<file path="src/hdl/i2c_master_pkg.sv">
// Constants shared by the two-wire master sequencer: register map,
// field positions, reset values and state codes.
// Assumes a 32-bit APB master and an open-drain SDA/SCL pad outside.
package i2c_master_pkg;

  localparam int ADDR_W = 8;
  localparam int DATA_W = 32;

  // Register byte offsets
  localparam logic [7:0] OFS_CONTROL_TWO = 8'h00;
  localparam logic [7:0] OFS_PORT_STATUS = 8'h04;
  localparam logic [7:0] OFS_DATA_BUFFER = 8'h08;
  localparam logic [7:0] OFS_RATE_RELOAD = 8'h0c;
  localparam logic [7:0] OFS_EVENT_FLAGS = 8'h10;

  // control_two fields
  localparam int CT_START_EN = 0;
  localparam int CT_RESTART_EN = 1;
  localparam int CT_RECEIVE_EN = 3;
  localparam int CT_ACK_SEQ_EN = 4;
  localparam int CT_ACK_DATA = 5;
  localparam int CT_ACK_STATUS = 6;

  // port_status fields
  localparam int PS_BUFFER_FULL = 0;
  localparam int PS_START_SEEN = 3;
  localparam int PS_RX_OVERFLOW = 6;
  localparam int PS_WRITE_COLL = 7;

  // event_flags fields
  localparam int EF_SERIAL_EVENT = 0;
  localparam int EF_BUS_COLL = 1;

  // Reset values
  localparam logic [6:0] RATE_RELOAD_RST = 7'h00;
  localparam logic [7:0] DATA_BUFFER_RST = 8'h00;
  localparam logic ACK_STATUS_RST = 1'b0;

  // Bit counts of one byte on the wire
  localparam logic [3:0] LAST_DATA_BIT = 4'h7;
  localparam logic [3:0] ACK_BIT = 4'h8;

  typedef enum logic [10:0] {
    ST_IDLE = 11'h001,
    ST_START_WAIT = 11'h002,
    ST_START_HOLD = 11'h004,
    ST_RS_PULL = 11'h008,
    ST_RS_SDA = 11'h010,
    ST_RS_RISE = 11'h020,
    ST_RS_HIGH = 11'h040,
    ST_RS_HOLD = 11'h080,
    ST_BIT_LOW = 11'h100,
    ST_BIT_RISE = 11'h200,
    ST_BIT_HIGH = 11'h400
  } seq_state_e;

endpackage

</file>
<file path="src/hdl/i2c_master_sequencer.sv">
// Two-wire bus master sequencer with an APB register file: Start,
// Repeated Start, byte transmit with acknowledge sampling, byte receive.
// Assumes open-drain pads: a high enable pulls the line low, the pad
// returns the wire level on sda_i / scl_i asynchronously.
`timescale 1ns/100ps

// Behaviour
// - Start with both lines high reloads generator from reload bits 6:0.
// - Lines still high at expiry: pull SDA low, set start_seen.
// - Count one more period, clear start_enable, stop, keep SDA low.
// - Low lines at start or early SCL low: collision flag, idle.
// - Buffer write during Start or Repeated Start ignored, write_collision.
// - Low five control bits ignored until Start sequences complete.
// - restart_enable only acts when the port is idle.
// - Restart pulls SCL low, then loads bits 5:0, SDA high a period.
// - SDA high: release SCL, reload 6:0, both high, then SDA low.
// - SDA low sets start_seen, reloads 6:0; expiry clears restart_enable, sets event flag.
// - Restart collision: SDA low as SCL rises, or SCL low early.
// - Buffer write sets buffer_full, shifts eight bits, low then high.
// - Eighth clock falling clears buffer_full and releases SDA.
// - Ninth clock falling samples SDA into ack_status.
// - After ninth clock set event flag, stop, SCL low.
// - Buffer write while shifting discarded; write_collision cleared by software.
// - receive_enable only acts when the port is idle.
// - Receiving toggles SCL each rollover, shifts SDA in each clock.
// - Eighth received clock: clear enable, copy, set flags, stop low.
// - Reading data_buffer in receive operation clears buffer_full.
// - Byte received while buffer_full set raises receive_overflow.
// - Generator counts down twice per instruction cycle; expiry is half bit_period.
// - Released SCL holds generator until SCL high, then reload 6:0.
module i2c_master_sequencer (
  input wire logic pclk,
  input wire logic presetn,
  input wire logic psel,
  input wire logic penable,
  input wire logic pwrite,
  input wire logic [i2c_master_pkg::ADDR_W-1:0] paddr,
  input wire logic [i2c_master_pkg::DATA_W-1:0] pwdata,
  output logic [i2c_master_pkg::DATA_W-1:0] prdata,
  output logic pready,
  output logic pslverr,
  input wire logic sda_i,
  output logic sda_o,
  output logic sda_oe,
  input wire logic scl_i,
  output logic scl_o,
  output logic scl_oe
);

  i2c_master_pkg::seq_state_e state_q;
  logic [6:0] rate_q;
  logic [1:0] phase_q;
  logic sda_drv_q;
  logic scl_drv_q;
  logic [7:0] shift_q;
  logic [3:0] bit_cnt_q;
  logic rx_mode_q;
  logic sda_meta_q;
  logic sda_s_q;
  logic scl_meta_q;
  logic scl_s_q;
  logic ev_start_q;
  logic ev_seq_end_q;
  logic ev_coll_q;
  logic ev_bf_clr_q;
  logic ev_rx_done_q;
  logic ev_tx_done_q;
  logic ev_ack_val_q;
  logic start_en_q;
  logic restart_en_q;
  logic receive_en_q;
  logic ack_seq_en_q;
  logic ack_data_q;
  logic ack_status_q;
  logic buffer_full_q;
  logic start_seen_q;
  logic rx_overflow_q;
  logic write_coll_q;
  logic serial_event_q;
  logic bus_coll_q;
  logic [7:0] data_buffer_q;
  logic [6:0] rate_reload_q;
  logic [31:0] prdata_q;
  logic idle;
  logic tick;
  logic expire;
  logic wr_acc;
  logic rd_acc;
  logic wr_ctrl;
  logic wr_buf;
  logic go_start;
  logic go_restart;
  logic go_rx;
  logic go_tx;
  logic mapped;

  function automatic logic is_mapped(input logic [7:0] a);
    is_mapped = (a == i2c_master_pkg::OFS_CONTROL_TWO) ||
                (a == i2c_master_pkg::OFS_PORT_STATUS) ||
                (a == i2c_master_pkg::OFS_DATA_BUFFER) ||
                (a == i2c_master_pkg::OFS_RATE_RELOAD) ||
                (a == i2c_master_pkg::OFS_EVENT_FLAGS);
  endfunction

  assign sda_o = 1'b0;
  assign scl_o = 1'b0;
  assign sda_oe = sda_drv_q;
  assign scl_oe = scl_drv_q;
  assign pready = 1'b1;
  assign mapped = is_mapped(paddr);
  assign pslverr = psel && penable && !mapped;
  assign prdata = prdata_q;

  assign idle = (state_q == i2c_master_pkg::ST_IDLE);
  assign wr_acc = psel && penable && pwrite && mapped;
  assign rd_acc = psel && penable && !pwrite && mapped;
  assign wr_ctrl = wr_acc && (paddr == i2c_master_pkg::OFS_CONTROL_TWO);
  assign wr_buf = wr_acc && (paddr == i2c_master_pkg::OFS_DATA_BUFFER);
  assign go_start = wr_ctrl && idle && pwdata[i2c_master_pkg::CT_START_EN];
  assign go_restart = wr_ctrl && idle &&
                      !pwdata[i2c_master_pkg::CT_START_EN] &&
                      pwdata[i2c_master_pkg::CT_RESTART_EN];
  assign go_rx = wr_ctrl && idle &&
                 !pwdata[i2c_master_pkg::CT_START_EN] &&
                 !pwdata[i2c_master_pkg::CT_RESTART_EN] &&
                 pwdata[i2c_master_pkg::CT_RECEIVE_EN];
  assign go_tx = wr_buf && idle;

  assign tick = phase_q[0];
  assign expire = tick && (rate_q == 7'h00);

  // Pad inputs pass two flip-flops
  always_ff @(posedge pclk or negedge presetn)
  begin
    if (!presetn)
    begin
      sda_meta_q <= 1'b1;
      sda_s_q <= 1'b1;
      scl_meta_q <= 1'b1;
      scl_s_q <= 1'b1;
    end
    else
    begin
      sda_meta_q <= sda_i;
      sda_s_q <= sda_meta_q;
      scl_meta_q <= scl_i;
      scl_s_q <= scl_meta_q;
    end
  end

  // Instruction-cycle phase counter
  always_ff @(posedge pclk or negedge presetn)
  begin
    if (!presetn)
      phase_q <= 2'h0;
    else
      phase_q <= phase_q + 2'h1;
  end

  // Sequencer: state, rate generator, line drivers, shifter
  always_ff @(posedge pclk or negedge presetn)
  begin
    if (!presetn)
    begin
      state_q <= i2c_master_pkg::ST_IDLE;
      rate_q <= 7'h00;
      sda_drv_q <= 1'b0;
      scl_drv_q <= 1'b0;
      shift_q <= 8'h00;
      bit_cnt_q <= 4'h0;
      rx_mode_q <= 1'b0;
      ev_start_q <= 1'b0;
      ev_seq_end_q <= 1'b0;
      ev_coll_q <= 1'b0;
      ev_bf_clr_q <= 1'b0;
      ev_rx_done_q <= 1'b0;
      ev_tx_done_q <= 1'b0;
      ev_ack_val_q <= 1'b0;
    end
    else
    begin
      ev_start_q <= 1'b0;
      ev_seq_end_q <= 1'b0;
      ev_coll_q <= 1'b0;
      ev_bf_clr_q <= 1'b0;
      ev_rx_done_q <= 1'b0;
      ev_tx_done_q <= 1'b0;
      if (tick && rate_q != 7'h00)
        rate_q <= rate_q - 7'h01;
      case (state_q)
        i2c_master_pkg::ST_IDLE:
        begin
          if (go_start)
          begin
            if (sda_s_q && scl_s_q)
            begin
              rate_q <= rate_reload_q;
              state_q <= i2c_master_pkg::ST_START_WAIT;
            end
            else
            begin
              ev_coll_q <= 1'b1;
            end
          end
          else if (go_restart)
          begin
            scl_drv_q <= 1'b1;
            state_q <= i2c_master_pkg::ST_RS_PULL;
          end
          else if (go_rx)
          begin
            scl_drv_q <= 1'b1;
            rate_q <= rate_reload_q;
            bit_cnt_q <= 4'h0;
            rx_mode_q <= 1'b1;
            state_q <= i2c_master_pkg::ST_BIT_LOW;
          end
          else if (go_tx)
          begin
            shift_q <= pwdata[7:0];
            scl_drv_q <= 1'b1;
            rate_q <= rate_reload_q;
            bit_cnt_q <= 4'h0;
            rx_mode_q <= 1'b0;
            state_q <= i2c_master_pkg::ST_BIT_LOW;
          end
        end
        i2c_master_pkg::ST_START_WAIT:
        begin
          if (!scl_s_q)
          begin
            ev_coll_q <= 1'b1;
            state_q <= i2c_master_pkg::ST_IDLE;
          end
          else if (expire)
          begin
            if (sda_s_q)
            begin
              sda_drv_q <= 1'b1;
              ev_start_q <= 1'b1;
              rate_q <= rate_reload_q;
              state_q <= i2c_master_pkg::ST_START_HOLD;
            end
            else
            begin
              ev_coll_q <= 1'b1;
              state_q <= i2c_master_pkg::ST_IDLE;
            end
          end
        end
        i2c_master_pkg::ST_START_HOLD:
        begin
          if (expire)
          begin
            ev_seq_end_q <= 1'b1;
            state_q <= i2c_master_pkg::ST_IDLE;
          end
        end
        i2c_master_pkg::ST_RS_PULL:
        begin
          if (!scl_s_q)
          begin
            rate_q <= {1'b0, rate_reload_q[5:0]};
            sda_drv_q <= 1'b0;
            state_q <= i2c_master_pkg::ST_RS_SDA;
          end
        end
        i2c_master_pkg::ST_RS_SDA:
        begin
          if (expire)
          begin
            if (sda_s_q)
            begin
              scl_drv_q <= 1'b0;
              state_q <= i2c_master_pkg::ST_RS_RISE;
            end
            else
            begin
              scl_drv_q <= 1'b0;
              ev_coll_q <= 1'b1;
              state_q <= i2c_master_pkg::ST_IDLE;
            end
          end
        end
        i2c_master_pkg::ST_RS_RISE:
        begin
          if (scl_s_q)
          begin
            if (!sda_s_q)
            begin
              ev_coll_q <= 1'b1;
              state_q <= i2c_master_pkg::ST_IDLE;
            end
            else
            begin
              rate_q <= rate_reload_q;
              state_q <= i2c_master_pkg::ST_RS_HIGH;
            end
          end
        end
        i2c_master_pkg::ST_RS_HIGH:
        begin
          if (!scl_s_q)
          begin
            ev_coll_q <= 1'b1;
            state_q <= i2c_master_pkg::ST_IDLE;
          end
          else if (expire)
          begin
            sda_drv_q <= 1'b1;
            ev_start_q <= 1'b1;
            rate_q <= rate_reload_q;
            state_q <= i2c_master_pkg::ST_RS_HOLD;
          end
        end
        i2c_master_pkg::ST_RS_HOLD:
        begin
          if (expire)
          begin
            ev_seq_end_q <= 1'b1;
            state_q <= i2c_master_pkg::ST_IDLE;
          end
        end
        i2c_master_pkg::ST_BIT_LOW:
        begin
          // SDA moves one cycle after SCL is pulled low
          sda_drv_q <= !rx_mode_q && !shift_q[7] &&
                       (bit_cnt_q != i2c_master_pkg::ACK_BIT);
          if (expire)
          begin
            scl_drv_q <= 1'b0;
            state_q <= i2c_master_pkg::ST_BIT_RISE;
          end
        end
        i2c_master_pkg::ST_BIT_RISE:
        begin
          if (scl_s_q)
          begin
            rate_q <= rate_reload_q;
            if (rx_mode_q)
              shift_q <= {shift_q[6:0], sda_s_q};
            state_q <= i2c_master_pkg::ST_BIT_HIGH;
          end
        end
        i2c_master_pkg::ST_BIT_HIGH:
        begin
          if (expire)
          begin
            scl_drv_q <= 1'b1;
            if (rx_mode_q)
            begin
              if (bit_cnt_q == i2c_master_pkg::LAST_DATA_BIT)
              begin
                ev_rx_done_q <= 1'b1;
                state_q <= i2c_master_pkg::ST_IDLE;
              end
              else
              begin
                bit_cnt_q <= bit_cnt_q + 4'h1;
                rate_q <= rate_reload_q;
                state_q <= i2c_master_pkg::ST_BIT_LOW;
              end
            end
            else if (bit_cnt_q == i2c_master_pkg::ACK_BIT)
            begin
              ev_ack_val_q <= sda_s_q;
              ev_tx_done_q <= 1'b1;
              state_q <= i2c_master_pkg::ST_IDLE;
            end
            else if (bit_cnt_q == i2c_master_pkg::LAST_DATA_BIT)
            begin
              // release SDA for slave in the next low phase
              ev_bf_clr_q <= 1'b1;
              bit_cnt_q <= i2c_master_pkg::ACK_BIT;
              rate_q <= rate_reload_q;
              state_q <= i2c_master_pkg::ST_BIT_LOW;
            end
            else
            begin
              shift_q <= {shift_q[6:0], 1'b0};
              bit_cnt_q <= bit_cnt_q + 4'h1;
              rate_q <= rate_reload_q;
              state_q <= i2c_master_pkg::ST_BIT_LOW;
            end
          end
        end
        default:
        begin
          state_q <= i2c_master_pkg::ST_IDLE;
        end
      endcase
      if (ev_coll_q)
      begin
        sda_drv_q <= 1'b0;
        scl_drv_q <= 1'b0;
      end
    end
  end

  // Control bits
  always_ff @(posedge pclk or negedge presetn)
  begin
    if (!presetn)
    begin
      start_en_q <= 1'b0;
      restart_en_q <= 1'b0;
      receive_en_q <= 1'b0;
      ack_seq_en_q <= 1'b0;
      ack_data_q <= 1'b0;
      ack_status_q <= i2c_master_pkg::ACK_STATUS_RST;
    end
    else
    begin
      if (wr_ctrl)
        ack_data_q <= pwdata[i2c_master_pkg::CT_ACK_DATA];
      if (go_start)
        start_en_q <= 1'b1;
      else if (ev_seq_end_q || ev_coll_q)
        start_en_q <= 1'b0;
      if (go_restart)
        restart_en_q <= 1'b1;
      else if (ev_seq_end_q || ev_coll_q)
        restart_en_q <= 1'b0;
      if (go_rx)
        receive_en_q <= 1'b1;
      else if (ev_rx_done_q)
        receive_en_q <= 1'b0;
      if (wr_ctrl && idle)
        ack_seq_en_q <= pwdata[i2c_master_pkg::CT_ACK_SEQ_EN];
      if (ev_tx_done_q)
        ack_status_q <= ev_ack_val_q;
    end
  end

  // Status bits, data buffer and rate reload
  always_ff @(posedge pclk or negedge presetn)
  begin
    if (!presetn)
    begin
      buffer_full_q <= 1'b0;
      start_seen_q <= 1'b0;
      rx_overflow_q <= 1'b0;
      write_coll_q <= 1'b0;
      serial_event_q <= 1'b0;
      bus_coll_q <= 1'b0;
      data_buffer_q <= i2c_master_pkg::DATA_BUFFER_RST;
      rate_reload_q <= i2c_master_pkg::RATE_RELOAD_RST;
    end
    else
    begin
      if (wr_acc && paddr == i2c_master_pkg::OFS_RATE_RELOAD)
        rate_reload_q <= pwdata[6:0];
      if (go_tx)
        data_buffer_q <= pwdata[7:0];
      else if (ev_rx_done_q)
        data_buffer_q <= shift_q;
      if (go_tx || ev_rx_done_q)
        buffer_full_q <= 1'b1;
      else if (ev_bf_clr_q || ev_coll_q)
        buffer_full_q <= 1'b0;
      else if (rd_acc && rx_mode_q &&
               paddr == i2c_master_pkg::OFS_DATA_BUFFER)
        buffer_full_q <= 1'b0;
      if (ev_start_q)
        start_seen_q <= 1'b1;
      else if (ev_coll_q)
        start_seen_q <= 1'b0;
      if (ev_rx_done_q && buffer_full_q)
        rx_overflow_q <= 1'b1;
      else if (wr_acc && paddr == i2c_master_pkg::OFS_PORT_STATUS)
        rx_overflow_q <= pwdata[i2c_master_pkg::PS_RX_OVERFLOW];
      if (wr_buf && !idle)
        write_coll_q <= 1'b1;
      else if (wr_acc && paddr == i2c_master_pkg::OFS_PORT_STATUS)
        write_coll_q <= pwdata[i2c_master_pkg::PS_WRITE_COLL];
      if (ev_seq_end_q || ev_tx_done_q || ev_rx_done_q)
        serial_event_q <= 1'b1;
      else if (wr_acc && paddr == i2c_master_pkg::OFS_EVENT_FLAGS)
        serial_event_q <= pwdata[i2c_master_pkg::EF_SERIAL_EVENT];
      if (ev_coll_q)
        bus_coll_q <= 1'b1;
      else if (wr_acc && paddr == i2c_master_pkg::OFS_EVENT_FLAGS)
        bus_coll_q <= pwdata[i2c_master_pkg::EF_BUS_COLL];
    end
  end

  // Read data captured in the setup cycle
  always_ff @(posedge pclk or negedge presetn)
  begin
    if (!presetn)
      prdata_q <= 32'h0000_0000;
    else if (psel && !penable && !pwrite)
    begin
      case (paddr)
        i2c_master_pkg::OFS_CONTROL_TWO:
          prdata_q <= {25'h0, ack_status_q, ack_data_q, ack_seq_en_q,
                       receive_en_q, 1'b0, restart_en_q, start_en_q};
        i2c_master_pkg::OFS_PORT_STATUS:
          prdata_q <= {24'h0, write_coll_q, rx_overflow_q, 2'h0,
                       start_seen_q, 2'h0, buffer_full_q};
        i2c_master_pkg::OFS_DATA_BUFFER:
          prdata_q <= {24'h0, data_buffer_q};
        i2c_master_pkg::OFS_RATE_RELOAD:
          prdata_q <= {25'h0, rate_reload_q};
        i2c_master_pkg::OFS_EVENT_FLAGS:
          prdata_q <= {30'h0, bus_coll_q, serial_event_q};
        default:
          prdata_q <= 32'h0000_0000;
      endcase
    end
  end

endmodule // i2c_master_sequencer

</file>
<file path="config.mk">
export PLATFORM = sky130hd
export DESIGN_NAME = i2c_master_sequencer
export DESIGN_NICKNAME = d
export VERILOG_FILES = /design/src/hdl/i2c_master_pkg.sv /design/src/hdl/i2c_master_sequencer.sv
export SDC_FILE = /design/constraint.sdc
export NUM_CORES = 1
export LEC_CHECK = 0
export BUFFER_PORTS_ARGS = -buffer_cell sky130_fd_sc_hd__buf_2
export CAP_MARGIN = 40
export CORE_MARGIN = 3
export CORE_UTILIZATION = 53
export CTS_BUF_LIST = sky130_fd_sc_hd__clkbuf_4 sky130_fd_sc_hd__clkbuf_8
export DETAILED_ROUTE_END_ITERATION = 16
export GPL_ROUTABILITY_DRIVEN = 1
export PLACE_DENSITY = 0.82
export SYNTH_ARGS = -nofsm -noshare
export SYNTH_HDL_FRONTEND = slang
export SYNTH_SLANG_ARGS = --single-unit
</file>
<file path="constraint.sdc">
create_clock -name pclk -period 2.6 [get_ports pclk]
set_input_delay 0.39 -clock pclk [delete_from_list [all_inputs] [get_ports pclk]]
set_output_delay 0.39 -clock pclk [all_outputs]
set_load 0.02 [all_outputs]
</file>
* Word-level counts from Yosys, hierarchy flattened *
Cells that the tools add are included.

storage, ports and cells
  register bits after elaboration = 105
  bits of input ports = 47
  output and inout port bits = 38

operators by class
  $add $sub $neg = 3
  equality and inequality tests = 50
  muxes and demuxes = 128
  bitwise operators = 3
  reductions and logical operators = 73

operators by type and width
  kind                                                   count
  2-to-1 mux 11 bit                                      17
  2-to-1 mux 7 bit                                       19
  case mux 11 bit (10 select lines)                      1
  2-to-1 mux 8 bit                                       12
  2-to-1 mux 1 bit                                       58
  case mux 7 bit (7 select lines)                        1
  case mux 8 bit (5 select lines)                        1
  2-to-1 mux 4 bit                                       9
  inequality test 3 bit, second input constant           12
  logical AND 1 bit                                      29
  inequality test 2 bit, second input constant           13
  case mux 8 bit (3 select lines)                        1
  AND reduction 11 bit                                   2
  nonzero test 2 bit                                     11
  2-to-1 mux 9 bit                                       2
  equality test 8 x 4 -> 1 bit, second input constant    2
  AND reduction 7 bit                                    2
  equality test 11 x 1 -> 1 bit, second input constant   1
  equality test 11 x 10 -> 1 bit, second input constant  1
  equality test 11 bit, second input constant            1
  equality test 11 x 2 -> 1 bit, second input constant   1
  equality test 11 x 3 -> 1 bit, second input constant   1
  equality test 11 x 4 -> 1 bit, second input constant   1
  equality test 11 x 5 -> 1 bit, second input constant   1
  36 further kinds                                       58

* Logic depth before layout (Yosys ltp) *
  word-level depth = 16
  mapped depth = 10
  mapped depth without buffers = 8

* Worst setup path before layout *
No wires, ideal clock.

  kind = register to register
  from = register state_q[4]
  to = register shift_q[0]
  library setup time = 0.125 ns
  data arrival time = 2.565 ns
  setup slack = -0.089 ns
  stages on the path, launching flop included = 9
  path buffers = 3
  period minus slack after synthesis = 2.689 ns
  cells stage by stage = dfrtp_1 -> buf_6 -> or4_4 -> buf_6 -> nor4_2 -> buf_4 -> nand3_4 -> a211oi_4 -> mux2_2

on the way
  longest elaborated chain between the ends = 7
  elaborated cells on any way between the ends = 23

ends and longest elaborated chain
  what                                    line                                                                                   source
  start: declaration                      i2c_master_sequencer.sv:50                                                             i2c_master_pkg::seq_state_e state_q;
  start signal: assignment                i2c_master_sequencer.sv:165                                                            state_q <= i2c_master_pkg::ST_IDLE;
  start signal: assignment                i2c_master_sequencer.sv:198                                                            state_q <= i2c_master_pkg::ST_START_WAIT;
  start signal: assignment                i2c_master_sequencer.sv:208                                                            state_q <= i2c_master_pkg::ST_RS_PULL;
  equality test 11 x 1 -> 1 bit           i2c_master_sequencer.sv:114, i2c_master_sequencer.sv:190
  logical AND 1 bit                       i2c_master_sequencer.sv:119, i2c_master_sequencer.sv:120, i2c_master_sequencer.sv:123
  logical AND 1 bit                       i2c_master_sequencer.sv:120, i2c_master_sequencer.sv:123
  logical AND 1 bit                       i2c_master_sequencer.sv:124                                                            !pwdata[i2c_master_pkg::CT_START_EN] &&
  logical AND 1 bit                       i2c_master_sequencer.sv:125                                                            !pwdata[i2c_master_pkg::CT_RESTART_EN] &&
  inequality test 2 bit (no source line)  n/a
  AND reduction 11 bit (no source line)   n/a
  end signal: assignment                  i2c_master_sequencer.sv:220                                                            shift_q <= pwdata[7:0];
  end signal: assignment                  i2c_master_sequencer.sv:341                                                            shift_q <= {shift_q[6:0], sda_s_q};
  end signal: assignment                  i2c_master_sequencer.sv:380                                                            shift_q <= {shift_q[6:0], 1'b0};
  end: declaration                        i2c_master_sequencer.sv:55                                                             logic [7:0] shift_q;

Parallel ways exist; a longest one is shown, timed or not.
A chain may end at the register's enable or synchronous reset.

* Worst setup path in the final report *
  from = register state_q[7]
  to = register scl_drv_q (netlist: scl_oe)

on the way
  longest elaborated chain between the ends = 10
  elaborated cells on any way between the ends = 23

ends and longest elaborated chain
  what                             line                                                                                   source
  equality test 11 x 1 -> 1 bit    i2c_master_sequencer.sv:114, i2c_master_sequencer.sv:190
  logical AND 1 bit                i2c_master_sequencer.sv:119, i2c_master_sequencer.sv:120, i2c_master_sequencer.sv:123
  logical AND 1 bit                i2c_master_sequencer.sv:120, i2c_master_sequencer.sv:123
  logical AND 1 bit                i2c_master_sequencer.sv:124
  logical AND 1 bit                i2c_master_sequencer.sv:125
  2-to-1 mux 1 bit                 i2c_master_sequencer.sv:210                                                            else if (go_rx)
  2-to-1 mux 1 bit                 i2c_master_sequencer.sv:205                                                            else if (go_restart)
  2-to-1 mux 1 bit                 i2c_master_sequencer.sv:193                                                            if (go_start)
  case mux 1 bit (3 select lines)  i2c_master_sequencer.sv:190                                                            case (state_q)
  2-to-1 mux 1 bit                 i2c_master_sequencer.sv:392                                                            if (ev_coll_q)
  end signal: assignment           i2c_master_sequencer.sv:207                                                            scl_drv_q <= 1'b1;
  end signal: assignment           i2c_master_sequencer.sv:212                                                            scl_drv_q <= 1'b1;
  end signal: assignment           i2c_master_sequencer.sv:395                                                            scl_drv_q <= 1'b0;
  end: declaration                 i2c_master_sequencer.sv:54                                                             logic scl_drv_q;

Parallel ways exist; a longest one is shown, timed or not. The select of a mux whose other input is x is not followed.

==> key figures <==
GRT
  • Global-route wire length before repair: 22900 um
  • Initial antenna violation count: 0
  • Met2 Use GR: 44.6%
  • Vias in the first global route: 4469
  • Grt peak-use layer: met2
  • GR Util All Layers: 27.8%
  • GRT overflow: 0
  • Largest net degree at the start of global routing: 56
  • M1 GR Usage: a little under 40%
  • Met3 Use GR: under 10%

Logic synthesis
  • Cells after Synth: 538
  • #FFs+latches synth: 80
  • Seq/Total Area, Yosys: 40.0%
  • Post-synthesis area per instance: between 9 and 10 um^2
  • Async SR Flop Fraction: 100%
  • Post-synth top cells: dfrtp_1, nand2_1, nor2_1
  • Unique cell type count in the Yosys netlist: 67
  • Synth Area in XOR/XNOR: 1.05%
  • Largest area contributor in the netlist: dfrtp_1
  • Synth Warn #: 0
  • Synth Cell Area: 0.00501 mm^2
  • Post-synthesis mux area share: between 10% and 20%
  • Count leader, synth: dfrtp_1
  • Synth area leaders: dfrtp_1, mux2_2, buf_4, nand2_1, nor2_1
  • Number of synthesized flops with an enable pin: 0
  • Synth Area in Simple Gates: 21.5%
  • Compound-Gate Fraction of Synth Area: 16.2%
  • Post-synth top flop: dfrtp_1
  • Yosys top cell area share: 37.4%
  • Largest family of logic cells by synthesized area: simple AND/OR/NAND/NOR gates
  • Post-Synth Adder-Cell Area: 0.998%

Floorplan
  • Chip Width: 103 um
  • Die area: 0.0107 mm^2
  • # rows: 34
  • Core area: 0.00893 mm^2
  • Die H: 103 um
  • Starting Density: 56.1%
  • I/O Pins: 85

STA
  • Worst-margin pin slew: between 600 and 700 ps
  • Max Slew Vio Count: 0
  • Worst setup margin: 95.4 ps
  • Clk_skew: 14.6 ps
  • Worst relative slew slack: 59.8%
  • Fmax: 0.399 GHz
  • Fin crit period: 2500 ps
  • Final setup violating endpoints: 0
  • Tcrit/Tclk final: 96.3%
  • Fin. Hold Viols: 0

Detailed routing
  • DRT iter0 DRCs: 470
  • Vias: 4600
  • Final antenna-violating net count: 0
  • Drt total wl: 14300 um
  • Drt pass-1 iters: 5
  • Drt via density: 6.42
  • DRC: 0
  • Routed WL per cell: roughly 20 um

Cells and area
  • Fraction of layout cells with a size suffix above 1: around 28%
  • Final std cells w/o fill: 716
  • Finished Core Util: 64.8%
  • Syn-to-layout area delta: 15.4%
  • Diode count: 0
  • Nets: 654

Pwr
  • Net Sw Power: 1040 uW
  • Lkg Pwr: between 0.002 and 0.003 uW
  • Power Dens Cells: 554 mW/mm^2
  • Gate power share: 27.1%
  • Clock Power Share: 30.2%
  • Net Sw Frac: 32.6%
  • Sequential power share: a little over two fifths
  • Max VDD drop: 289 uV
  • Cell Int Power: 2160 uW

Worst setup path
  • RR Startpoint: state_q[7]
  • CP arrival: 2790 ps
  • Setup crit start: state_q[7]
  • Critical path class: reg -> reg
  • Worst setup EP type: flip-flop
  • Worst Path Required: 2890 ps
  • Crit-path max FO: 6
  • Element type at the critical path start: flip-flop

CTS
  • H-Tree Depth: 3
  • Num CTS Buffers: 9
  • Clk_lat worst skew: 370 ps
  • CTS Sinks: 80
  • CTS root buffer: clkbuf_8
  • Clock slew seen by the registers of the worst setup and hold paths: 80 ps
  • Bufs on Longest Clock Path: 2
  • TritonCTS clock tree: built

Placement
  • HPWL Detailed: 10700 um
  • Post-Place Setup Slack: -37.9 ps
  • Placed insts: 697
  • I/O Buffers: 33
  • Gp weighted congestion: 0.959

Min path
  • Hold Crit Start: sda_i
  • Hold Path Class: in -> reg

Run
  • Max-Cap Viols: 0

Outcome
  • Outcome: completed
-- layout make-up --
type / instances / area (um^2)
clock inverters: 5 / 61.3
inverters: 19 / 71.3
well taps: 108 / 135
fillers: 692 / 3140
repair buffers: 85 / 598
clock buffers: 11 / 145
flip-flops and latches: 80 / 2010
multi-input cells: 408 / 2770
-- timing repair --
action                                  CTS  global route
hold buffers                              1             0
pin swaps                                 1             3
endpoints found under the hold margin    20             0
cloned                                    0             0
setup buffers                             0             2
resized for setup                         2            16
endpoints found under the setup margin   16            26
-- layer usage --
metal | vias up | wire length (um)
met2 | 312 | 6680
met4 | 0 | 287
met3 | 40 | 1430
met1 | 2189 | 5890
met5 | - | 0
li1 | 2059 | -
-- power by group through the flow --
stage	Clock [uW]	Sequential [uW]	Combinational (uW)
3_3_place_gp	0	1380	788
6_report	969	1370	870
2_1_floorplan	0	1370	595
3_5_place_dp	0	1390	819
5_1_grt	1030	1370	969
4_1_cts	979	1360	830
-- critical path: stages (launching register included) --
cell and delay, ps:
dfrtp_1 390, or4_4 600, or4_4 500, or4_4 570, o311ai_2 130, a21oi_2 100, nor3_2 140
-- placed cells by master (no fill, tap or decap), types with 6 or more instances in the layout --
cell type and instances:
nand2_1 43, inv_1 19, conb_1 27, mux2i_1 15, a22o_1 6, buf_2 32, nor3_1 16, o21ai_0 29
buf_4 49, mux2_2 33, nor2_1 43, a22oi_1 8, nand3_1 11, a31oi_1 7, nand2b_1 7, and3_1 6
nand4_1 7, dfrtp_1 75, o31ai_1 6, nor4_1 11, clkbuf_8 10, or4_1 9, a21oi_1 24
-- sequential cells by signal, summed over array words and instances, names as in the netlist, 4 cells and up --
signal and count:
bit_cnt_q 4, shift_q 8, rate_reload_q 7, prdata 8
state_q 11, data_buffer_q 8, rate_q 7
-- metrics by stage --
step / TNS [ps] / hold slack (ps) / area [um^2] / total power [uW]
6_report: 0 / 123 / 5790 / 3210
5_1_grt: -32.6 / 112 / 5790 / 3370
4_1_cts: 0 / 122 / 5700 / 3170
3_5_place_dp: -231 / 327 / 5480 / 2210
3_3_place_gp: -249 / 323 / 5480 / 2170
2_1_floorplan: -202 / 94.4 / 5130 / 1960
-- cell families (layout without fill, tap and decap cells) --
group,count (synthesis),in the layout
fa+ha+maj,4,4
simple gates,198,198
other cells,2,27
xor+xnor,6,6
flops,80,80
compound gates,121,121
buf+inv,75,120
mux,52,52
-- worst paths after layout --
path	to	slack, ps	cells after the start
max	scl_oe	100	6
min	sda_meta_q	120	1
max reg2reg	scl_oe	100	6
min reg2reg	sda_s_q	360	0
max in group asynchronous	start_seen_q	1520	3
min in group asynchronous	bit_cnt_q[1]	480	2
No activity file was read; power rests on OpenSTA's default activity.
